### config.mk
export PLATFORM = sky130hd
export DESIGN_NAME = lin_frame_status_flags
export DESIGN_NICKNAME = d
export VERILOG_FILES = /design/src/pkg/lin_flags_pkg.sv /design/src/logic/lin_frame_status_flags.sv
export SDC_FILE = /design/constraint.sdc
export NUM_CORES = 1
export LEC_CHECK = 0
export BUFFER_PORTS_ARGS = -buffer_cell sky130_fd_sc_hd__buf_2
export CORE_MARGIN = 2
export CORE_UTILIZATION = 35
export DETAILED_ROUTE_END_ITERATION = 10
export SYNTH_ARGS = -nofsm -noshare
export SYNTH_HDL_FRONTEND = slang
export SYNTH_SLANG_ARGS = --single-unit
### constraint.sdc
create_clock -name aclk -period 1.95 [get_ports aclk]
set_input_delay 0.195 -clock aclk [delete_from_list [all_inputs] [get_ports aclk]]
set_output_delay 0.195 -clock aclk [all_outputs]
set_load 0.01 [all_outputs]
### src/pkg/lin_flags_pkg.sv
// Purpose: constants for the frame status flag block
// Assumes: aclk at 20 MHz, AXI4-Lite with 32-bit data
// Notes:   register offsets are byte addresses
`default_nettype none
package lin_flags_pkg;
   localparam logic [31:0] CONTROL_ADDR      = 32'h4000_5000;
   localparam logic [31:0] FLAGS_ADDR        = 32'h4000_5034;
   localparam logic [31:0] INCOMPLETE_ADDR   = 32'h4000_5038;
   localparam logic [31:0] IRQ_MASK_ADDR     = 32'h4000_5068;
   localparam logic [31:0] IRQ_STATUS_ADDR   = 32'h4000_506c;
   localparam int          HEADER_BIT        = 0;
   localparam int          FRAME_BIT         = 1;
   localparam int          TX_DONE_BIT       = 2;
   localparam int          PARITY_BIT        = 3;
   localparam int          CHECKSUM_BIT      = 4;
   localparam int          COLLISION_BIT     = 5;
   localparam int          INCOMPLETE_BIT    = 6;
   localparam int          ENABLE_BIT        = 0;
   localparam int          DIAG_HEADER_BIT   = 14;
   localparam int          FLAG_COUNT        = 6;
   localparam int          EVENT_COUNT       = 7;
   localparam logic [5:0]  DIAG_ID           = 6'h3c;
   localparam logic [5:0]  EVENT_GROUP       = 6'h07;
   localparam logic [5:0]  ERROR_GROUP       = 6'h38;
   localparam logic [15:0] CONTROL_RESET     = 16'h0000;
   localparam logic [15:0] CONTROL_WRITABLE  = 16'h4001;
   localparam logic [1:0]  RESP_OKAY         = 2'h0;
   localparam logic [1:0]  RESP_SLVERR       = 2'h2;
endpackage : lin_flags_pkg
`default_nettype wire

### src/logic/lin_frame_status_flags.sv
// Purpose: frame level status flags of a single-wire bus interface
// Assumes: engine strobes are one-cycle pulses on aclk
// Notes:   flags are write-one-to-clear; irq status clears on read
`default_nettype none
module lin_frame_status_flags
   import lin_flags_pkg::*;
(
   // clock and reset
   input  wire  logic        aclk,
   input  wire  logic        aresetn,
   // write address channel
   input  wire  logic [31:0] awaddr,
   input  wire  logic        awvalid,
   output var   logic        awready,
   // write data channel
   input  wire  logic [31:0] wdata,
   input  wire  logic [3:0]  wstrb,
   input  wire  logic        wvalid,
   output var   logic        wready,
   // write response channel
   output var   logic [1:0]  bresp,
   output var   logic        bvalid,
   input  wire  logic        bready,
   // read address channel
   input  wire  logic [31:0] araddr,
   input  wire  logic        arvalid,
   output var   logic        arready,
   // read data channel
   output var   logic [31:0] rdata,
   output var   logic [1:0]  rresp,
   output var   logic        rvalid,
   input  wire  logic        rready,
   // protocol engine events
   input  wire  logic        break_detect,
   input  wire  logic        collision_abort,
   input  wire  logic        collision_in_data,
   input  wire  logic        frame_end,
   input  wire  logic        checksum_mismatch,
   input  wire  logic        node_address_match,
   input  wire  logic        id_received,
   input  wire  logic        id_parity_ok,
   input  wire  logic [5:0]  id_value,
   input  wire  logic        tx_checksum_sent,
   input  wire  logic [7:0]  byte_count_register,
   // interface control and interrupts
   output var   logic        interface_enable,
   output var   logic        event_irq_line,
   output var   logic        error_irq_line,
   output var   logic        irq
);

   function automatic logic [31:0] strobe_mask(input logic [3:0] strobes);
      logic [31:0] m;
      m = '0;
      for (int i = 0; i < 4; i++) begin
         m[i*8 +: 8] = {8{strobes[i]}};
      end
      return m;
   endfunction : strobe_mask

   function automatic logic [31:0] widen16(input logic [15:0] v);
      return {16'h0000, v};
   endfunction : widen16

   logic [31:0]            aw_addr;
   logic                   aw_held;
   logic [31:0]            w_data;
   logic [3:0]             w_strb;
   logic                   w_held;
   logic                   do_write;
   logic [31:0]            wmask;
   logic                   do_read;
   logic [15:0]            interface_control;
   logic [FLAG_COUNT-1:0]  bus_status_flags;
   logic                   incomplete_frame_flag;
   logic                   first_frame;
   logic [EVENT_COUNT-1:0] irq_mask;
   logic [EVENT_COUNT-1:0] irq_status;
   logic [FLAG_COUNT-1:0]  flag_set;
   logic [FLAG_COUNT-1:0]  flag_w1c;
   logic                   incomplete_set;
   logic                   is_diag_id;
   logic [4:0]             expected_count;
   logic [4:0]             actual_count;
   logic [31:0]            smask;
   logic                   wr_control;
   logic                   wr_flags;
   logic                   wr_incomplete;
   logic                   wr_mask;
   logic                   rd_status;

   // write path
   // a response not yet taken holds off the next write
   assign do_write = aw_held && w_held && !bvalid;
   assign smask    = strobe_mask(w_strb);
   assign wmask    = smask & w_data;
   assign do_read  = arvalid && arready;

   // register write and read strobes
   assign wr_control    = do_write && aw_addr == CONTROL_ADDR;
   assign wr_flags      = do_write && aw_addr == FLAGS_ADDR;
   assign wr_incomplete = do_write && aw_addr == INCOMPLETE_ADDR;
   assign wr_mask       = do_write && aw_addr == IRQ_MASK_ADDR && w_strb[0];
   assign rd_status     = do_read && araddr == IRQ_STATUS_ADDR;

   always_ff @(posedge aclk) begin
      if (!aresetn) begin
         awready <= 1'b0;
         aw_held <= 1'b0;
         aw_addr <= '0;
      end else if (awvalid && awready) begin
         awready <= 1'b0;
         aw_held <= 1'b1;
         aw_addr <= awaddr;
      end else if (do_write) begin
         aw_held <= 1'b0;
      end else if (!aw_held && !bvalid && !awready) begin
         awready <= 1'b1;
      end
   end

   always_ff @(posedge aclk) begin
      if (!aresetn) begin
         wready <= 1'b0;
         w_held <= 1'b0;
         w_data <= '0;
         w_strb <= '0;
      end else if (wvalid && wready) begin
         wready <= 1'b0;
         w_held <= 1'b1;
         w_data <= wdata;
         w_strb <= wstrb;
      end else if (do_write) begin
         w_held <= 1'b0;
      end else if (!w_held && !bvalid && !wready) begin
         wready <= 1'b1;
      end
   end

   always_ff @(posedge aclk) begin
      if (!aresetn) begin
         bvalid <= 1'b0;
         bresp  <= RESP_OKAY;
      end else if (do_write) begin
         bvalid <= 1'b1;
         case (aw_addr)
            CONTROL_ADDR, FLAGS_ADDR, INCOMPLETE_ADDR,
            IRQ_MASK_ADDR, IRQ_STATUS_ADDR: bresp <= RESP_OKAY;
            default:                        bresp <= RESP_SLVERR;
         endcase
      end else if (bvalid && bready) begin
         bvalid <= 1'b0;
      end
   end

   // read path
   always_ff @(posedge aclk) begin
      if (!aresetn) begin
         arready <= 1'b0;
         rvalid  <= 1'b0;
         rdata   <= '0;
         rresp   <= RESP_OKAY;
      end else if (do_read) begin
         arready <= 1'b0;
         rvalid  <= 1'b1;
         rresp   <= RESP_OKAY;
         case (araddr)
            CONTROL_ADDR:    rdata <= widen16(interface_control);
            FLAGS_ADDR:      rdata <= {26'h0, bus_status_flags};
            INCOMPLETE_ADDR: rdata <= {31'h0, incomplete_frame_flag};
            IRQ_MASK_ADDR:   rdata <= {25'h0, irq_mask};
            IRQ_STATUS_ADDR: rdata <= {25'h0, irq_status};
            default: begin
               rdata <= '0;
               rresp <= RESP_SLVERR;
            end
         endcase
      end else if (rvalid && rready) begin
         rvalid <= 1'b0;
      end else if (!rvalid && !arready) begin
         arready <= 1'b1;
      end
   end

   // control register
   always_ff @(posedge aclk) begin
      if (!aresetn) begin
         interface_control <= CONTROL_RESET;
      end else if (wr_control) begin
         // only writable bits under enabled byte lanes change
         interface_control <= (interface_control & ~(smask[15:0] & CONTROL_WRITABLE))
                            | (wmask[15:0] & CONTROL_WRITABLE);
      end
   end

   always_ff @(posedge aclk) begin
      if (!aresetn) begin
         interface_enable <= 1'b0;
      end else begin
         interface_enable <= interface_control[ENABLE_BIT];
      end
   end

   // event decode from the protocol engine
   assign is_diag_id     = id_value == DIAG_ID;
   assign expected_count = {1'b0, byte_count_register[3:0]} + 5'h01;
   assign actual_count   = {1'b0, byte_count_register[7:4]};

   always_comb begin
      flag_set                = '0;
      flag_set[COLLISION_BIT] = collision_abort && collision_in_data;
      flag_set[CHECKSUM_BIT]  = frame_end && checksum_mismatch;
      flag_set[PARITY_BIT]    = id_received && !id_parity_ok;
      flag_set[TX_DONE_BIT]   = tx_checksum_sent;
      flag_set[FRAME_BIT]     = frame_end && !checksum_mismatch
                              && (!is_diag_id || node_address_match);
      flag_set[HEADER_BIT]    = id_received && id_parity_ok
                              && (!is_diag_id || interface_control[DIAG_HEADER_BIT]);
      flag_set                = flag_set & {FLAG_COUNT{interface_control[ENABLE_BIT]}};
   end

   // first break after enable, or a count mismatch with an expected count above one
   assign incomplete_set = break_detect && interface_control[ENABLE_BIT]
                         && (first_frame
                         || (byte_count_register[3:0] != 4'h0
                         && expected_count != actual_count));

   always_ff @(posedge aclk) begin
      if (!aresetn) begin
         first_frame <= 1'b0;
      end else if (!interface_control[ENABLE_BIT]) begin
         first_frame <= 1'b1;
      end else if (break_detect) begin
         first_frame <= 1'b0;
      end
   end

   // write-one-to-clear of the flags; zeros leave them alone
   assign flag_w1c = wr_flags ? wmask[FLAG_COUNT-1:0] : '0;

   always_ff @(posedge aclk) begin
      if (!aresetn) begin
         bus_status_flags <= '0;
      end else begin
         for (int i = 0; i < FLAG_COUNT; i++) begin
            // a set outranks any clear in the same cycle
            if (flag_set[i]) begin
               bus_status_flags[i] <= 1'b1;
            end else if (break_detect || flag_w1c[i]) begin
               bus_status_flags[i] <= 1'b0;
            end else if (i == COLLISION_BIT && !interface_control[ENABLE_BIT]) begin
               bus_status_flags[i] <= 1'b0;
            end
         end
      end
   end

   always_ff @(posedge aclk) begin
      if (!aresetn) begin
         incomplete_frame_flag <= 1'b0;
      end else if (incomplete_set) begin
         incomplete_frame_flag <= 1'b1;
      end else if (wr_incomplete && wmask[0]) begin
         incomplete_frame_flag <= 1'b0;
      end
   end

   // interrupt mask and read-clear sticky status
   always_ff @(posedge aclk) begin
      if (!aresetn) begin
         irq_mask <= '0;
      end else if (wr_mask) begin
         irq_mask <= w_data[EVENT_COUNT-1:0];
      end
   end

   always_ff @(posedge aclk) begin
      if (!aresetn) begin
         irq_status <= '0;
      end else if (rd_status) begin
         // an event in the read cycle survives the clear
         irq_status <= {incomplete_set, flag_set};
      end else begin
         irq_status <= irq_status | {incomplete_set, flag_set};
      end
   end

   always_ff @(posedge aclk) begin
      if (!aresetn) begin
         event_irq_line <= 1'b0;
         error_irq_line <= 1'b0;
         irq            <= 1'b0;
      end else begin
         event_irq_line <= |(bus_status_flags & irq_mask[FLAG_COUNT-1:0] & EVENT_GROUP);
         error_irq_line <= |(bus_status_flags & irq_mask[FLAG_COUNT-1:0] & ERROR_GROUP);
         irq            <= |(irq_status & irq_mask);
      end
   end

endmodule : lin_frame_status_flags
`default_nettype wire

---- After elaboration in Yosys (flattened, before gate mapping) ----
Cells that the tools add are included.
operators by class
  multipliers ............................. 0
  div/mod/pow operators ................... 0
  add/subtract/negate cells ............... 1
  reduce and logical (&&, ||, !) cells .... 70
  shifts and indexed selects .............. 0
  muxes and demuxes ....................... 29
  equal/unequal tests ..................... 14
  bitwise logic cells ..................... 11
  $lt $le $gt $ge ......................... 0
operators with widths
  kind                                                    number
  equality test 32 x 31 -> 1 bit (second input constant)  10
  one-hot mux 16 bit (5 select lines)                     1
  logical AND 1 bit                                       29
  2-to-1 mux 1 bit                                        24
  nonzero test 2 bit                                      10
  AND 16 bit                                              1
  inverter 15 -> 16 bit                                   1
  OR 16 x 15 -> 16 bit                                    1
  AND 15 bit                                              1
  AND 6 bit                                               2
  zero test 1 bit                                         10
  OR reduction 5 bit                                      2
  logical OR 1 bit                                        9
  AND 7 bit                                               1
  2-to-1 mux 7 bit                                        1
  OR 7 bit                                                1
  OR reduction 7 bit                                      1
  equality test 6 bit (second input constant)             1
  2-to-1 mux 6 bit                                        1
  AND reduction 2 bit                                     3
  OR reduction 2 bit                                      3
  OR reduction 3 bit                                      2
  adder 4 x 1 -> 5 bit (second input constant)            1
  != test 5 x 4 -> 1 bit                                  1
  5 further kinds                                         8
storage, ports and cells
  bits in read-only memories .............. 0
  output and inout bits ................... 45
  memories kept ........................... 0
  latch bits .............................. 0
  input bits .............................. 130
  word-level logic and storage cells ...... 153
  bits in registers ....................... 134
  RAM bits ................................ 0

---- Logic depth before layout (Yosys ltp) ----
  word-level depth ........................ 7
  gate-level depth with buffers ........... 6
  depth with buffers taken out ............ 6

---- Worst setup path after synthesis ----
Ideal clock, no wire load.
  path type ............................... input to register
  start ................................... input port araddr[4]
  end ..................................... register rdata[14]
  data required time ...................... 1880 ps
  library setup time ...................... 70 ps
  stages on the path ...................... 4
  data arrival time ....................... 1685 ps
  slack ................................... 194 ps
  buffers on the path ..................... 0
  cells stage by stage .................... or4_4 > or4b_1 > or4_1 > a21oi_1
between the ends
  cells in the longest elaborated chain, start to end .. 2
  elaborated cells between the ends (all ways) .. 6
  classes of those cells .................. eq/ne (5); mux (1)
ends and longest elaborated chain
  element                                  line                           text
  start, declared                          lin_frame_status_flags.sv:25   input wire logic [31:0] araddr,
  equality test 32 x 31 -> 1 bit           lin_frame_status_flags.sv:167  case (araddr)
  one-hot mux 16 bit (5 select lines) (*)  lin_frame_status_flags.sv:167
  end signal, assigned                     lin_frame_status_flags.sv:168  CONTROL_ADDR: rdata <= widen16(interface_control);
  end signal, assigned                     lin_frame_status_flags.sv:169  FLAGS_ADDR: rdata <= {26'h0, bus_status_flags};
  end signal, assigned                     lin_frame_status_flags.sv:170  INCOMPLETE_ADDR: rdata <= {31'h0, incomplete_frame_flag};
  end, declared                            lin_frame_status_flags.sv:29   output var logic [31:0] rdata,
Every way passes the cells marked *; elsewhere a longest branch is shown, timed or not.
A chain may end at the register's enable or synchronous reset.

---- Final worst setup path ----
  start ................................... register aw_addr[25]
  end ..................................... register incomplete_frame_flag
between the ends
  cells in the longest elaborated chain, start to end .. 4
ends and longest elaborated chain
  element                              line                           text
  start, declared                      lin_frame_status_flags.sv:65   logic [31:0] aw_addr;
  start signal, assigned               lin_frame_status_flags.sv:114  aw_addr <= awaddr;
  equality test 32 x 31 -> 1 bit       lin_frame_status_flags.sv:102  assign wr_incomplete = do_write && aw_addr == INCOMPLETE_ADDR;
  logical AND 1 bit                    lin_frame_status_flags.sv:102
  logical AND 1 bit                    lin_frame_status_flags.sv:263  end else if (wr_incomplete && wmask[0]) begin
  nonzero test 2 bit (no source line)  -
  end signal, assigned                 lin_frame_status_flags.sv:260  incomplete_frame_flag <= 1'b0;
  end signal, assigned                 lin_frame_status_flags.sv:262  incomplete_frame_flag <= 1'b1;
  end signal, assigned                 lin_frame_status_flags.sv:264  incomplete_frame_flag <= 1'b0;
  end, declared                        lin_frame_status_flags.sv:75   logic incomplete_frame_flag;
Every way passes these cells.

==> results_tabular.tex <==
\begin{tabular}{lr}
\hline
Metric & Value \\
\hline
\multicolumn{2}{l}{\textbf{Final layout}} \\
Synthesis-to-finish area growth & 25.2\% \\
\# nets final & 750 \\
Layout fillers & 1117 \\
Most frequent cells in the layout & nand2\_1 (126), buf\_2 (122), dfxtp\_1 (87) \\
Number of antenna repair diodes & 0 \\
Most common cell after layout, fill and taps aside & nand2\_1 \\
Fraction of layout cells with a size suffix above 1 & 0.263 \\
\multicolumn{2}{l}{\textbf{Timing}} \\
Shortest clock period the worst path allows after layout & between 1.5 and 2 ns \\
Setup\_tns & 0 ns \\
Setup repair after global routing missed its margin & no \\
Final hold violation count & 0 \\
Fmax & 567 MHz \\
Minimum setup slack in the final design & 0.186 ns \\
Final setup vio count & 0 \\
Clock tree skew after final layout & roughly 0.0055 ns \\
Period Utilization, post-route & 0.904 \\
Max Slew Vio Count & 0 \\
\multicolumn{2}{l}{\textbf{Setup path}} \\
Required time of the critical path & 2.16 ns \\
Arrival time worst endpoint & 1.98 ns \\
Kind of critical path & reg2reg \\
Kind of cell with the highest combined delay on the critical path & simple AND/OR/NAND/NOR gates \\
Sum of buffers and inverters on the critical path & 2 \\
Slowest stage cell on the critical path & nor4\_1 \\
Kind of launch point of the worst setup path & register \\
Count of cells along the worst register-to-register path & 6 \\
CP max stage delay & $\sim$0.40 ns \\
Cell depth of the worst setup path & 6 \\
Peak fanout along the critical path & 11 \\
Capturing element type of the critical path & register \\
Cell chain of the critical path & nor4\_1 -> nand4\_1 -> buf\_4 -> nor4\_1 -> buf\_4 -> o22ai\_1 \\
\multicolumn{2}{l}{\textbf{Global routing}} \\
Layer carrying the most global-route usage & met2 \\
Antenna violations before repair & 0 \\
Grt met2 use & 0.271 \\
Global-route congestion overflow total & 0 \\
Pin count of the biggest net entering global routing & 50 \\
Via count of the first global-routing pass & around 3.6k \\
Met3 track demand over resource in global routing & 0.0432 \\
Met1 layer usage reported by global route & 0.215 \\
Tot GR Track Use & 0.166 \\
Global-route wire length before repair & 16900 um \\
\multicolumn{2}{l}{\textbf{Placement}} \\
Gp weighted congestion & about 0.83 \\
Number of port buffers & roughly 120 \\
Worst slack at placement & 0.0135 ns \\
Post-detail-place hpwl & 7810 um \\
\multicolumn{2}{l}{\textbf{Route}} \\
Count of TritonRoute iterations in the first routing pass & 6 \\
Total length of routed wires & slightly above 10000 um \\
Number of remaining DRC errors & 0 \\
Wire length per cell after detailed routing & around 13 um \\
Routed Antenna Nets & 0 \\
Drt via density & between 5 and 6 \\
Initial drt markers & 229 \\
Via count & 3842 \\
\multicolumn{2}{l}{\textbf{Logic synthesis}} \\
Largest family of logic cells by synthesized area & simple AND/OR/NAND/NOR gates \\
Sequential area share after synthesis & 0.437 \\
Register bit total from synthesis & between 80 and 90 \\
Mean cell area of the mapped netlist & 8.04 um\^{}2 \\
XOR/XNOR share of the synthesized area & 0.0110 \\
Post-synthesis mux area share & 0.0408 \\
Post-synthesis instance area & approximately 4000 um\^{}2 \\
Synth Area in Compound Gates & 0.144 \\
Cell variety after synth & 53 \\
Number of flops mapped to enable cells by yosys & 0 \\
Post-Synth Adder-Cell Area & 0.00627 \\
Area fraction in and, or, nand and nor cells after synthesis & 0.277 \\
Mapped Cells & 496 \\
Synth Flop Type & dfxtp\_1 \\
Number of warning messages in the yosys log & 0 \\
Proportion of synthesized flip-flops having asynchronous set or reset & 0 \\
\multicolumn{2}{l}{\textbf{Clock tree}} \\
Number of gates resized after cts & 0 \\
CTS H-tree depth & 3 \\
TritonCTS buffer count & 9 \\
Clock Tree Root & clkbuf\_16 \\
Number of post-CTS setup repair buffers & 0 \\
Clk buf depth & 2 \\
Clock-pin transition on the worst setup and hold timing paths & roughly 0.070 ns \\
Clock latency on the worst-skew pair & $\sim$0.33 ns \\
CTS sink cnt & 87 \\
CTS tree & yes \\
Quantity of hold-fixing buffers added after cts & 0 \\
\multicolumn{2}{l}{\textbf{Power and ir drop}} \\
Reported leakage power & around 2 nW \\
Power, Total & 0.00402 W \\
Maximum ir drop on the vdd rail & around 0.48 mV \\
Pwr Density & 805 nW/um\^{}2 \\
\multicolumn{2}{l}{\textbf{Floorplanning}} \\
Width of the die & 111 um \\
IO Count & between 150 and 200 \\
Initial standard-cell utilization of the core & 0.363 \\
Core box area & between 10000 and 15000 um\^{}2 \\
Std cell rows & 38 \\
Die Height & 111 um \\
DIE AREA & between 10000 and 15000 um\^{}2 \\
\multicolumn{2}{l}{\textbf{Worst hold path}} \\
Type of the most critical hold path & in2reg \\
Min-Delay Path Depth & 3 \\
\multicolumn{2}{l}{\textbf{Job}} \\
Number of max-cap violations & 0 \\
\multicolumn{2}{l}{\textbf{Run status}} \\
Outcome & finished clean \\
\hline
\end{tabular}
## layout make-up
| class | instances | area (um^2) | area share |
|---|---|---|---|
| well taps | 140 | 175 | 0.0351 |
| repair buffers | 137 | 723 | 0.145 |
| clock buffers | 9 | 225 | 0.0451 |
| clock inverters | 7 | 71.3 | 0.0143 |
| multi-input cells | 371 | 2010 | 0.403 |
| flip-flops and latches | 87 | 1740 | 0.349 |
| inverters | 12 | 45.0 | 0.00902 |
## logic make-up (layout without fill, tap and decap cells)
kind of cell             count (synthesis)  count (layout)
AND/OR/NAND/NOR                        226             226
AO/OA/AOI/OAI                           96              96
flip-flops                              87              87
buffers and inverters                   63             165
multiplexers                            16              16
XOR/XNOR                                 5               5
adder cells (fa/ha/maj)                  2               2
other                                    1              26
## sequential cells by signal (all words and copies together) (netlist names), 2 cells and up, named ones only
signal and flops:
aw_addr 32, rdata 8, bus_status_flags 6, w_strb 2, w_data 8, irq_status 7
irq_mask 7
## path summary, 6_finish.rpt
check | startpoint | end | slack (ns)
worst min-delay path | awaddr[15] | aw_addr[15] | 0.09
worst max-delay path | aw_addr[25] | incomplete_frame_flag | 0.19
worst min register to register | aw_addr[14] | aw_addr[14] | 0.45
worst max register to register | aw_addr[25] | incomplete_frame_flag | 0.19
## tightest hold or removal path, stage by stage
cell and delay (ns):
buf_2 0.09, nand2_1 0.04, a21oi_1 0.05
## synth_stat cells (all sizes together), types with 2 or more instances
cell     number  area, um^2
nand2       126         473
dfxtp        87        1740
a21oi        53         265
buf          29         206
clkbuf       22        82.6
nor4         20         131
mux2i        14         140
nor2         14        52.6
o21ai        14        70.1
inv          11        41.3
nand4        11        68.8
nand3        10        50.1
nor3          9        45.0
nand2b        6        37.5
a211oi        5        37.5
a221oi        5        43.8
nand3b        5        37.5
a222oi        4        40.0
o22ai         4        25.0
and3          3        18.8
or4b          3        30.0
xor2          3        26.3
a22oi         2        15.0
a31oi         2        12.5
and2          2        12.5
ha            2        25.0
mux2          2        22.5
nor3b         2        15.0
nor4b         2        17.5
nor4bb        2        20.0
o2111ai       2        17.5
or3           2        12.5
or4           2        18.8
xnor2         2        17.5
## through the flow
| stage | hold slack (ns) | area [um^2] | utilization | std cells |
|---|---|---|---|---|
| floorplan | 0.309 | 4080 | - | 521 |
| global placement | 0.433 | 4690 | 0.427 | 747 |
| detailed placement | 0.443 | 4690 | 0.427 | 747 |
| CTS | 0.0849 | 4990 | 0.454 | 763 |
| global route | 0.0945 | 5000 | 0.455 | 763 |
| finish | 0.0919 | 5000 | 0.455 | 763 |
## routing by layer
layer | share of wire | up-vias
met1 | 0.46 | 1759
met3 | 0.058 | 11
met2 | 0.47 | 124
li1 | - | 1948
met5 | 0 | -
met4 | 0.016 | 0
## where the power goes
| part | internal [W] | switching, W | total [W] |
|---|---|---|---|
| clock network | 0.000997 | 0.000710 | 0.00171 |
| registers | 0.00184 | 0.0000477 | 0.00188 |
| logic | 0.000184 | 0.000245 | 0.000429 |
Note: power is estimated with default switching activity, not from simulation.
